**config.mk**
```make
export PLATFORM = sky130hd
export DESIGN_NAME = pmc_top
export DESIGN_NICKNAME = d
export VERILOG_FILES = /design/src/core/pmc_pkg.sv /design/src/core/pmc_wake_filter.sv /design/src/core/pmc_top.sv
export SDC_FILE = /design/constraint.sdc
export NUM_CORES = 1
export LEC_CHECK = 0
export BUFFER_PORTS_ARGS = -buffer_cell sky130_fd_sc_hd__buf_2
export CAP_MARGIN = 20
export CORE_UTILIZATION = 35
export DETAILED_ROUTE_END_ITERATION = 10
export PLACE_DENSITY_LB_ADDON = 0.3
export SYNTH_ARGS = -nofsm -noshare
export SYNTH_HDL_FRONTEND = slang
export SYNTH_SLANG_ARGS = --single-unit
```
**constraint.sdc**
```tcl
create_clock -name clk_sys_i -period 2.7 [get_ports clk_sys_i]
set_clock_uncertainty 0.2 [all_clocks]
set_input_delay 0.54 -clock clk_sys_i [delete_from_list [all_inputs] [get_ports clk_sys_i]]
set_output_delay 0.54 -clock clk_sys_i [all_outputs]
set_load 0.03 [all_outputs]
```
**src/core/pmc_pkg.sv**
```systemverilog
// Package: modes, subsystem indices, wake source indices and timing constants for the power mode controller
package pmc_pkg;

	// Global power modes, one-hot, highest to lowest consumption
	typedef enum logic [3:0] {
		PMC_ACTIVE    = 4'h1,
		PMC_ALT       = 4'h2,
		PMC_SLEEP     = 4'h4,
		PMC_HIBERNATE = 4'h8
	} pmc_mode_t;

	// Mode-select field codes written by firmware
	localparam logic [1:0] PMC_SEL_ACTIVE    = 2'h0;
	localparam logic [1:0] PMC_SEL_ALT       = 2'h1;
	localparam logic [1:0] PMC_SEL_SLEEP     = 2'h2;
	localparam logic [1:0] PMC_SEL_HIBERNATE = 2'h3;

	// Subsystem enable vector layout
	localparam int          PMC_NSUB     = 8;
	localparam int          PMC_SUB_CPU  = 0;
	localparam logic [7:0]  PMC_TMPL_RST = 8'hFF;

	// Wake source vector layout
	localparam int          PMC_NWAKE        = 7;
	localparam int          PMC_WK_COMP      = 0;
	localparam int          PMC_WK_PIN       = 1;
	localparam int          PMC_WK_I2C       = 2;
	localparam int          PMC_WK_RTC       = 3;
	localparam int          PMC_WK_TIMER     = 4;
	localparam int          PMC_WK_LOW_VOLT  = 5;
	localparam int          PMC_WK_OTHER_IRQ = 6;
	// Sources allowed to wake from sleep: comparator, pin, I2C, RTC, timer, voltage detect
	localparam logic [6:0]  PMC_SLEEP_WAKE_MASK = 7'h3F;
	// Only the pin interrupt unit wakes from hibernate
	localparam logic [6:0]  PMC_HIB_WAKE_MASK   = 7'h02;

	// Regulator enable reset value: both internal regulators on
	localparam logic        PMC_REG_RST = 1'h1;

	// Clock stop follows forced disables by this many cycles
	localparam int          PMC_GATE_NS     = 16;
	localparam int          PMC_CLK_NS      = 8;
	localparam int          PMC_GATE_CYC    = (PMC_GATE_NS + PMC_CLK_NS - 1) / PMC_CLK_NS;
	localparam logic [3:0]  PMC_GATE_CYC_W  = 4'(PMC_GATE_CYC);

endpackage : pmc_pkg

```
**src/core/pmc_wake_filter.sv**
```systemverilog
// Wake filter: qualifies raw wake and reset sources by the current mode
module pmc_wake_filter
	import pmc_pkg::*;
(
	input  wire logic [PMC_NWAKE-1:0] wake_src_i,          // Raw wake requests
	input  wire logic                 external_reset_pin_i, // External reset request
	input  wire logic                 watchdog_reset_i,     // Watchdog reset request
	input  wire logic                 low_voltage_detect_reset_i, // Voltage detect reset request
	input  wire logic [3:0]           mode_i,               // Current mode, one-hot
	output logic                      wake_o,               // Qualified wake
	output logic                      rst_o                 // Qualified reset
);

	logic [PMC_NWAKE-1:0] mask; // Allowed wake sources for mode

	////////////////////////////////////////////////////////////////////////////////
	// Mode-dependent masks
	always_comb begin
		mask  = '1;
		rst_o = external_reset_pin_i | watchdog_reset_i | low_voltage_detect_reset_i;
		if (mode_i == PMC_SLEEP) begin
			mask = PMC_SLEEP_WAKE_MASK;
		end else if (mode_i == PMC_HIBERNATE) begin
			mask  = PMC_HIB_WAKE_MASK;
			rst_o = external_reset_pin_i;
		end
		wake_o = |(wake_src_i & mask);
	end

endmodule : pmc_wake_filter

```
**src/core/pmc_top.sv**
```systemverilog
// Power mode controller top: mode sequencer, subsystem gating and regulator enables
module pmc_top
	import pmc_pkg::*;
(
	input  wire logic                 clk_sys_i,            // 125 MHz system clock
	input  wire logic                 reset_i,              // Synchronous reset, active high
	input  wire logic [1:0]           mode_sel_i,           // Requested mode code
	input  wire logic                 mode_wr_i,            // Mode write strobe
	input  wire logic [PMC_NSUB-1:0]  active_tmpl_i,        // Active template
	input  wire logic [PMC_NSUB-1:0]  alt_tmpl_i,           // Alternate template
	input  wire logic                 tmpl_wr_i,            // Template write strobe
	input  wire logic                 reg_en_wr_i,          // Regulator enable write strobe
	input  wire logic                 dig_reg_en_i,         // Digital regulator enable value
	input  wire logic                 ana_reg_en_i,         // Analog regulator enable value
	input  wire logic                 io_supply_good_i,     // All io supplies valid
	input  wire logic [PMC_NWAKE-1:0] wake_src_i,           // Wake sources
	input  wire logic                 external_reset_pin_i, // External reset pin
	input  wire logic                 watchdog_reset_i,     // Watchdog reset
	input  wire logic                 low_voltage_detect_reset_i, // Voltage detect reset
	output logic [3:0]                mode_o,               // Current mode, one-hot
	output logic [PMC_NSUB-1:0]       sub_en_o,             // Subsystem enables
	output logic                      clk_run_o,            // Fast clocks running
	output logic                      low_speed_clk_en_o,   // Low-speed osc or watch crystal allowed
	output logic                      dig_reg_en_o,         // Digital regulator enable
	output logic                      ana_reg_en_o,         // Analog regulator enable
	output logic                      reg_buzz_o,           // Core regulators in buzzed state
	output logic                      hib_reg_only_o,       // Only hibernate regulator active
	output logic                      wake_evt_o            // Registered copy of the qualified wake
);

	pmc_mode_t            mode_q;      // Current mode
	logic [PMC_NSUB-1:0]  act_tmpl_q;  // Stored active template
	logic [PMC_NSUB-1:0]  alt_tmpl_q;  // Stored alternate template
	logic                 cpu_force_q; // CPU re-enabled after wake
	logic [3:0]           gate_cnt_q;  // Cycles since forced disables
	logic                 wake;        // Qualified wake
	logic                 rst_evt;     // Qualified reset
	logic                 low_req;     // Legal low-power entry request

	////////////////////////////////////////////////////////////////////////////////
	// Wake source qualification
	pmc_wake_filter u_filter (
		.wake_src_i           (wake_src_i),
		.external_reset_pin_i (external_reset_pin_i),
		.watchdog_reset_i     (watchdog_reset_i),
		.low_voltage_detect_reset_i (low_voltage_detect_reset_i),
		.mode_i               (mode_q),
		.wake_o               (wake),
		.rst_o                (rst_evt)
	);

	// Low-power entry refused while io supplies are not valid; avoids brown pins in sleep
	assign low_req = mode_wr_i & io_supply_good_i
		& (mode_sel_i == PMC_SEL_SLEEP || mode_sel_i == PMC_SEL_HIBERNATE);

	////////////////////////////////////////////////////////////////////////////////
	// Mode sequencer; wake and reset win over a simultaneous write
	always_ff @(posedge clk_sys_i) begin
		if (reset_i) begin
			mode_q <= PMC_ACTIVE;
		end else if (wake || rst_evt) begin
			mode_q <= PMC_ACTIVE;
		end else if (mode_wr_i) begin
			case (mode_sel_i)
				PMC_SEL_ACTIVE:    begin mode_q <= PMC_ACTIVE; end
				PMC_SEL_ALT:       begin mode_q <= PMC_ALT; end
				PMC_SEL_SLEEP:     begin if (low_req) mode_q <= PMC_SLEEP; end
				PMC_SEL_HIBERNATE: begin if (low_req) mode_q <= PMC_HIBERNATE; end
				default:           begin mode_q <= mode_q; end
			endcase
		end
	end

	////////////////////////////////////////////////////////////////////////////////
	// Template storage
	always_ff @(posedge clk_sys_i) begin
		if (reset_i) begin
			act_tmpl_q <= PMC_TMPL_RST;
			alt_tmpl_q <= PMC_TMPL_RST;
		end else if (tmpl_wr_i) begin
			act_tmpl_q <= active_tmpl_i;
			alt_tmpl_q <= alt_tmpl_i;
		end
	end

	////////////////////////////////////////////////////////////////////////////////
	// CPU force-on after a wake; a later template write hands control back
	always_ff @(posedge clk_sys_i) begin
		if (reset_i) begin
			cpu_force_q <= 1'h0;
		end else if (wake) begin
			cpu_force_q <= 1'h1;
		end else if (tmpl_wr_i) begin
			cpu_force_q <= 1'h0;
		end
	end

	////////////////////////////////////////////////////////////////////////////////
	// Subsystem enables per mode, one flop per bit
	genvar gi;
	generate
		for (gi = 0; gi < PMC_NSUB; gi++) begin : g_sub
			always_ff @(posedge clk_sys_i) begin
				if (reset_i) begin
					sub_en_o[gi] <= PMC_TMPL_RST[gi];
				end else if (wake && gi == PMC_SUB_CPU) begin
					sub_en_o[gi] <= 1'h1;
				end else begin
					case (mode_q)
						PMC_ACTIVE: begin
							sub_en_o[gi] <= act_tmpl_q[gi] | (gi == PMC_SUB_CPU && cpu_force_q);
						end
						PMC_ALT:    begin sub_en_o[gi] <= alt_tmpl_q[gi]; end
						default:    begin sub_en_o[gi] <= 1'h0; end
					endcase
				end
			end
		end
	endgenerate

	////////////////////////////////////////////////////////////////////////////////
	// Clock stop sequencing: fast clocks halt only after gates have settled
	always_ff @(posedge clk_sys_i) begin
		if (reset_i) begin
			gate_cnt_q <= 4'h0;
			clk_run_o  <= 1'h1;
		end else if (mode_q == PMC_ACTIVE || mode_q == PMC_ALT) begin
			gate_cnt_q <= 4'h0;
			clk_run_o  <= 1'h1;
		end else if (gate_cnt_q < PMC_GATE_CYC_W) begin
			gate_cnt_q <= gate_cnt_q + 4'h1;
			clk_run_o  <= 1'h1;
		end else begin
			clk_run_o  <= 1'h0;
		end
	end

	////////////////////////////////////////////////////////////////////////////////
	// Clock, regulator and wake event status outputs
	always_ff @(posedge clk_sys_i) begin
		if (reset_i) begin
			low_speed_clk_en_o <= 1'h1;
			reg_buzz_o         <= 1'h0;
			hib_reg_only_o     <= 1'h0;
			wake_evt_o         <= 1'h0;
		end else begin
			low_speed_clk_en_o <= (mode_q != PMC_HIBERNATE);
			reg_buzz_o         <= (mode_q == PMC_SLEEP);
			hib_reg_only_o     <= (mode_q == PMC_HIBERNATE);
			wake_evt_o         <= wake;
		end
	end

	////////////////////////////////////////////////////////////////////////////////
	// Internal regulator enables, on after reset, firmware may clear
	always_ff @(posedge clk_sys_i) begin
		if (reset_i) begin
			dig_reg_en_o <= PMC_REG_RST;
			ana_reg_en_o <= PMC_REG_RST;
		end else if (reg_en_wr_i) begin
			dig_reg_en_o <= dig_reg_en_i;
			ana_reg_en_o <= ana_reg_en_i;
		end
	end

	assign mode_o = mode_q;
endmodule : pmc_top

```
# Word-level counts from Yosys, hierarchy flattened
# Index checks and enable logic that the tools add are counted.
dict set report totals {
  regBits 40
  inputBits 36
  output_inout_bits 19
  word_cells 66
}
dict set report op_classes {
  n_addsub 1
  n_lt_le_gt_ge 1
  n_eq_ne 10
  n_mux 18
  bitwise 6
  reduce_logical 10
}
# cell n
set op_table {}
lappend op_table {{$pmux W1 S2} 8}
lappend op_table {{$pmux W4 S4} 1}
lappend op_table {{$mux W7} 2}
lappend op_table {{$mux W4} 2}
lappend op_table {{$reduce_or A8 Y1} 1}
lappend op_table {{$and A7 B7 Y7} 1}
lappend op_table {{$reduce_or A7 Y1} 1}
lappend op_table {{$mux W1} 5}
lappend op_table {{$add A4 B1 Y4 const B} 1}
lappend op_table {{$eq A2 B2 Y1 const B} 2}
lappend op_table {{$eq A4 B1 Y1 const B} 1}
lappend op_table {{$eq A4 B2 Y1 const B} 1}
lappend op_table {{$eq A4 B3 Y1 const B} 1}
lappend op_table {{$eq A4 B4 Y1 const B} 1}
lappend op_table {{$lt A4 B2 Y1 const B} 1}
lappend op_table {{$ne A2 B2 Y1 const B} 2}
lappend op_table {{$ne A4 B4 Y1 const B} 1}
lappend op_table {{$reduce_or A2 Y1} 2}
lappend op_table {{$logic_or A1 B1 Y1} 3}
lappend op_table {{$or A1 B1 Y1} 3}
lappend op_table {{$reduce_and A3 Y1} 1}
lappend op_table {{$and A1 B1 Y1} 2}
lappend op_table {{$eq A2 B1 Y1 const B} 1}
lappend op_table {{$logic_not A2 Y1} 1}
lappend op_table {{$reduce_bool A2 Y1} 1}

# Depth between registers and ports, before layout
dict set report logic_depth {
  depth_word 7
  mapped_depth 4
  depth_no_buf 4
}

# Modules after synthesis
# A second synthesis with hierarchy kept.
dict set report hier_totals {
  cells_unflattened 142
  hier_area_um2 1506.4
}
# module n_inst cells_per_inst area_per_inst_um2 seq_area_each_um2
set modules_own_cells {}
lappend modules_own_cells {pmc_top 1 133 1445.1 800.8}
lappend modules_own_cells {pmc_wake_filter 1 9 61.3 0.0}

# Least setup slack after synthesis
# OpenSTA, ideal clock, no wires.
dict set report synth_path {
  kind {reg-to-reg}
  start {reg mode_q[2] (netlist: mode_o[2])}
  end {reg mode_q[0] (netlist: mode_o[0])}
  setup_ps 120
  arrival_time_ps 1912
  t_required_ps 2380
  slack_ps 468
  stages_incl_launch_ff 5
  n_path_buf 0
  period_less_slack_ps 2232
  cell_sequence {dfxtp_1 > or4b_1 > a2111oi_2 > o211ai_2 > a211o_1}
}
dict set report synth_between {
  elab_chain_len 7
  elab_cells_between_ends 10
  classes_between {2 x eq/ne; 4 x mux; 1 x bitwise; 3 x reduce/logical}
}
# item line_no
set synth_rtl {}
lappend synth_rtl {{from (decl)} pmc_top.sv:31} ;# pmc_mode_t mode_q;
lappend synth_rtl {{from (signal assigned)} pmc_top.sv:69} ;# default: begin mode_q <= mode_q; end
lappend synth_rtl {{$eq A4 B4 Y1} pmc_wake_filter.sv:23} ;# end else if (mode_i == PMC_HIBERNATE) begin
lappend synth_rtl {{$mux W7} pmc_wake_filter.sv:23}
lappend synth_rtl {{$mux W7} pmc_wake_filter.sv:21} ;# if (mode_i == PMC_SLEEP) begin
lappend synth_rtl {{$and A7 B7 Y7} pmc_wake_filter.sv:27} ;# wake_o = |(wake_src_i & mask);
lappend synth_rtl {{$reduce_or A7 Y1} pmc_wake_filter.sv:27}
lappend synth_rtl {{$logic_or A1 B1 Y1 *} pmc_top.sv:61} ;# end else if (wake || rst_evt) begin
lappend synth_rtl {{$reduce_or A2 Y1 (no line) *} n/a}
# Mark *: on every way between the ends. The rest lies on a longest branch, timed or not.
# A chain may end at the register's enable or synchronous reset.

# Final worst setup path
# Ends and elaborated chain as after synthesis.

==> flow_summary.toml <==
[clock_network]
cts_resized = 0
numClockSinks = 40
insertion_delay_ps = 290
cts_setup_buffers = 0
post_cts_hold_buffer_count = 0
clk_buf_depth = 2
cts_max_level = 2
cts_tree = "done"
clock_buffer_count_from_cts = 5
clock_tree.root_cell = "clkbuf_8"
clk_pin_slew_ps = 70

[worst_setup_path]
crit_start = "mode_o[2]"
crit_required_ps = 2680
cp_max_fo = 7
setup.worst_path.start_class = "register"
timing.critical_path.arrival_ps = 2120
cp_cell_sequence = "or4b_1, a2111oi_2, o211ai_2, a211o_1"
cp_top_family = "compound AO/OA/AOI/OAI gates"
critPathCaptureType = "register"
critical-path-max-stage-delay_ps = 500
crit_path_top_delay_cell = "or4b_1"
regToRegStartpoint = "mode_o[2]"
critical_path_buf_inv_count = 0
setup.worst_path.class = "reg2reg"

[synth]
synth-seq-cells = 40
synth_area_sq_mm = 0.001478
dominant_cells_by_area_after_synthesis = "dfxtp_1 54%, a211o_1 11%, nor2b_1 7.6%"
ys_warn_count = 0
ys.flop_type = "dfxtp_1"
asyncSetResetFlopFracSynth_pct = 0
synth.avg_cell_area_sq_um = 10.63
distinct_cells_synth = 29
synth_area_leader_cell = "dfxtp_1"
postSynthNetCount = 176
synth_cells = 139
synth-seq-area-share_pct = 54.19
yosysTopAreaCellShare_pct = 54.19
synth-edff-count = 0

[run]
max_cap_viol_count = 0

[status]
outcome = "finished, final reports clean"

[sta]
hold_violations = 0
rsz0062_at_grt = "no"
fmaxAchievable_ghz = 0.4680
drv_slew = 0
timing.slew.headroom_pct = 42.44
report.final.setup_viol = 0
tightestPinTransition_ps = 861.1
min_period_ps = 2137
setup-tns-final_ps = 0
post-route-worst-setup-slack_ps = 563.3
post-route-period-util_pct = 79.14

[power_and_ir_drop]
power_density_mw_per_mm2 = 630.5
p_leak_nw = 0.7978
ir_worst_vdd_mv = 0.2580

[finish]
final_common_cell = "buf_2"
filler_cell_count = 401
multi_input_area_sq_um = 643.1
mostFrequentLayoutCells = "54 x buf_2, 40 x dfxtp_1, 19 x a211o_1, 18 x nor2b_1, 14 x nor2_1"
drive_gt1_share_pct = 33.85
final_net_count = 231
fin_area_sq_mm = 0.001899
antenna_cells_inserted = 0
area.sequential_sq_um = 800.8
synthToLayoutAreaGrowth_pct = 28.54

[placement]
preCtsSetupSlack_ps = 495.8
routabilityCongestion = 0.6987
hpwlAfterDp_um = 1961
total_placed_instance_area_sq_mm = 0.001792
io_buffer_count = 54

[global_route]
grt_pass1_wl_um = 4795
first_global_vias = 1058
antenna_violations_before_repair = 0
grt_start_max_net_pins = 34
grt_remaining_overflow = 0
overall_global_routing_usage_pct = 14.93

[route]
first_iter_violations = 73
drc = 0
vias_per_cell = 4.837
first_pass_iters = 4
route.detailed.wl_per_inst_um = 11.44
ant_nets = 0
vias = 1185
totalWireLength_um = 2804

[floorplanning]
core_area_sq_mm = 0.004029
io-pin-count = 55
placement_rows = 23
dieWidth_um = 66.98
fp.dieArea_sq_mm = 0.004486
die_height_um = 66.98
initial_core_util_pct = 36.68

[hold_path]
hold_class = "in2reg"
hold_start = "active_tmpl_i[3]"
cell type report:
cell class	instances	share of cell area, %
clock buffer	6	3.821
tap	50	3.294
clock inverter	2	1.845
sequential	40	42.16
inverter	2	0.3953
multi-input combinational	90	33.86
timing repair buffer	55	14.62
report_power, final:
group | internal [W] | switching [W]
clock | 0.000274 | 0.000192
sequential | 0.000615 | 0.00000889
combinational | 0.0000513 | 0.0000560
sequential cells by signal (all words and copies together), names as in the netlist:
signal              cells
dig_reg_en_o            1
reg_buzz_o              1
alt_tmpl_q              8
hib_reg_only_o          1
gate_cnt_q              4
wake_evt_o              1
mode_o                  4
clk_run_o               1
sub_en_o                8
cpu_force_q             1
act_tmpl_q              8
ana_reg_en_o            1
low_speed_clk_en_o      1
cell families (layout without fill, tap and decap cells):
logic type                 after synthesis  in the layout  synth area share (%)
DFF                                     40             40                 54.19
xor gates and xnor gates                 2              2                 1.186
adders and majority gates                1              1                0.8466
and+or+nand+nor                         48             48                 19.48
AOI/OAI and AO/OA                       39             39                 22.02
buffers and inverters                    9             65                 2.287
metal layers:
layer	wire length [um]	vias to the layer above	GRT usage, %
met2	1291	28	22.73
met4	56	0	7.979
met5	0	-	0
met3	162	5	5.651
met1	1294	536	17.98
li1	-	616	-
cells in the mapped netlist, types with 2 or more instances:
cell type	number
a211o_1	19
a21oi_1	6
a221o_1	7
clkbuf_1	7
dfxtp_1	40
inv_1	2
nand2_1	2
nand2b_1	2
nor2_1	14
nor2b_1	18
nor4b_2	2
o21ai_0	2
or4b_1	2
worst paths after layout:
kind	to	slack, ps	depth (start not counted)
max reg2reg	mode_o[0]	560	4
max	mode_o[0]	560	4
min	act_tmpl_q[3]	250	2
min reg2reg	cpu_force_q	270	2
worst register-to-register path, delay by kind of cell, from the launching register on:
family | cells | cell delay, ps
DFF | 1 | 450
and+or+nand+nor | 1 | 500
AOI/OAI and AO/OA | 3 | 870
stage by stage:
stage | utilization [%] | hold slack (ps) | power [W] | cells
final | 47.14 | 251.9 | 0.001197 | 245
after global routing | 47.14 | 236.6 | 0.001260 | 245
after CTS | 47.14 | 244.1 | 0.001220 | 245
after detailed placement | 44.47 | 257.0 | 0.0007459 | 237
after global placement | 44.47 | 255.3 | 0.0007445 | 237
after floorplan | - | 243.5 | 0.0007026 | 139
Note: power is estimated with default switching activity, not from simulation.
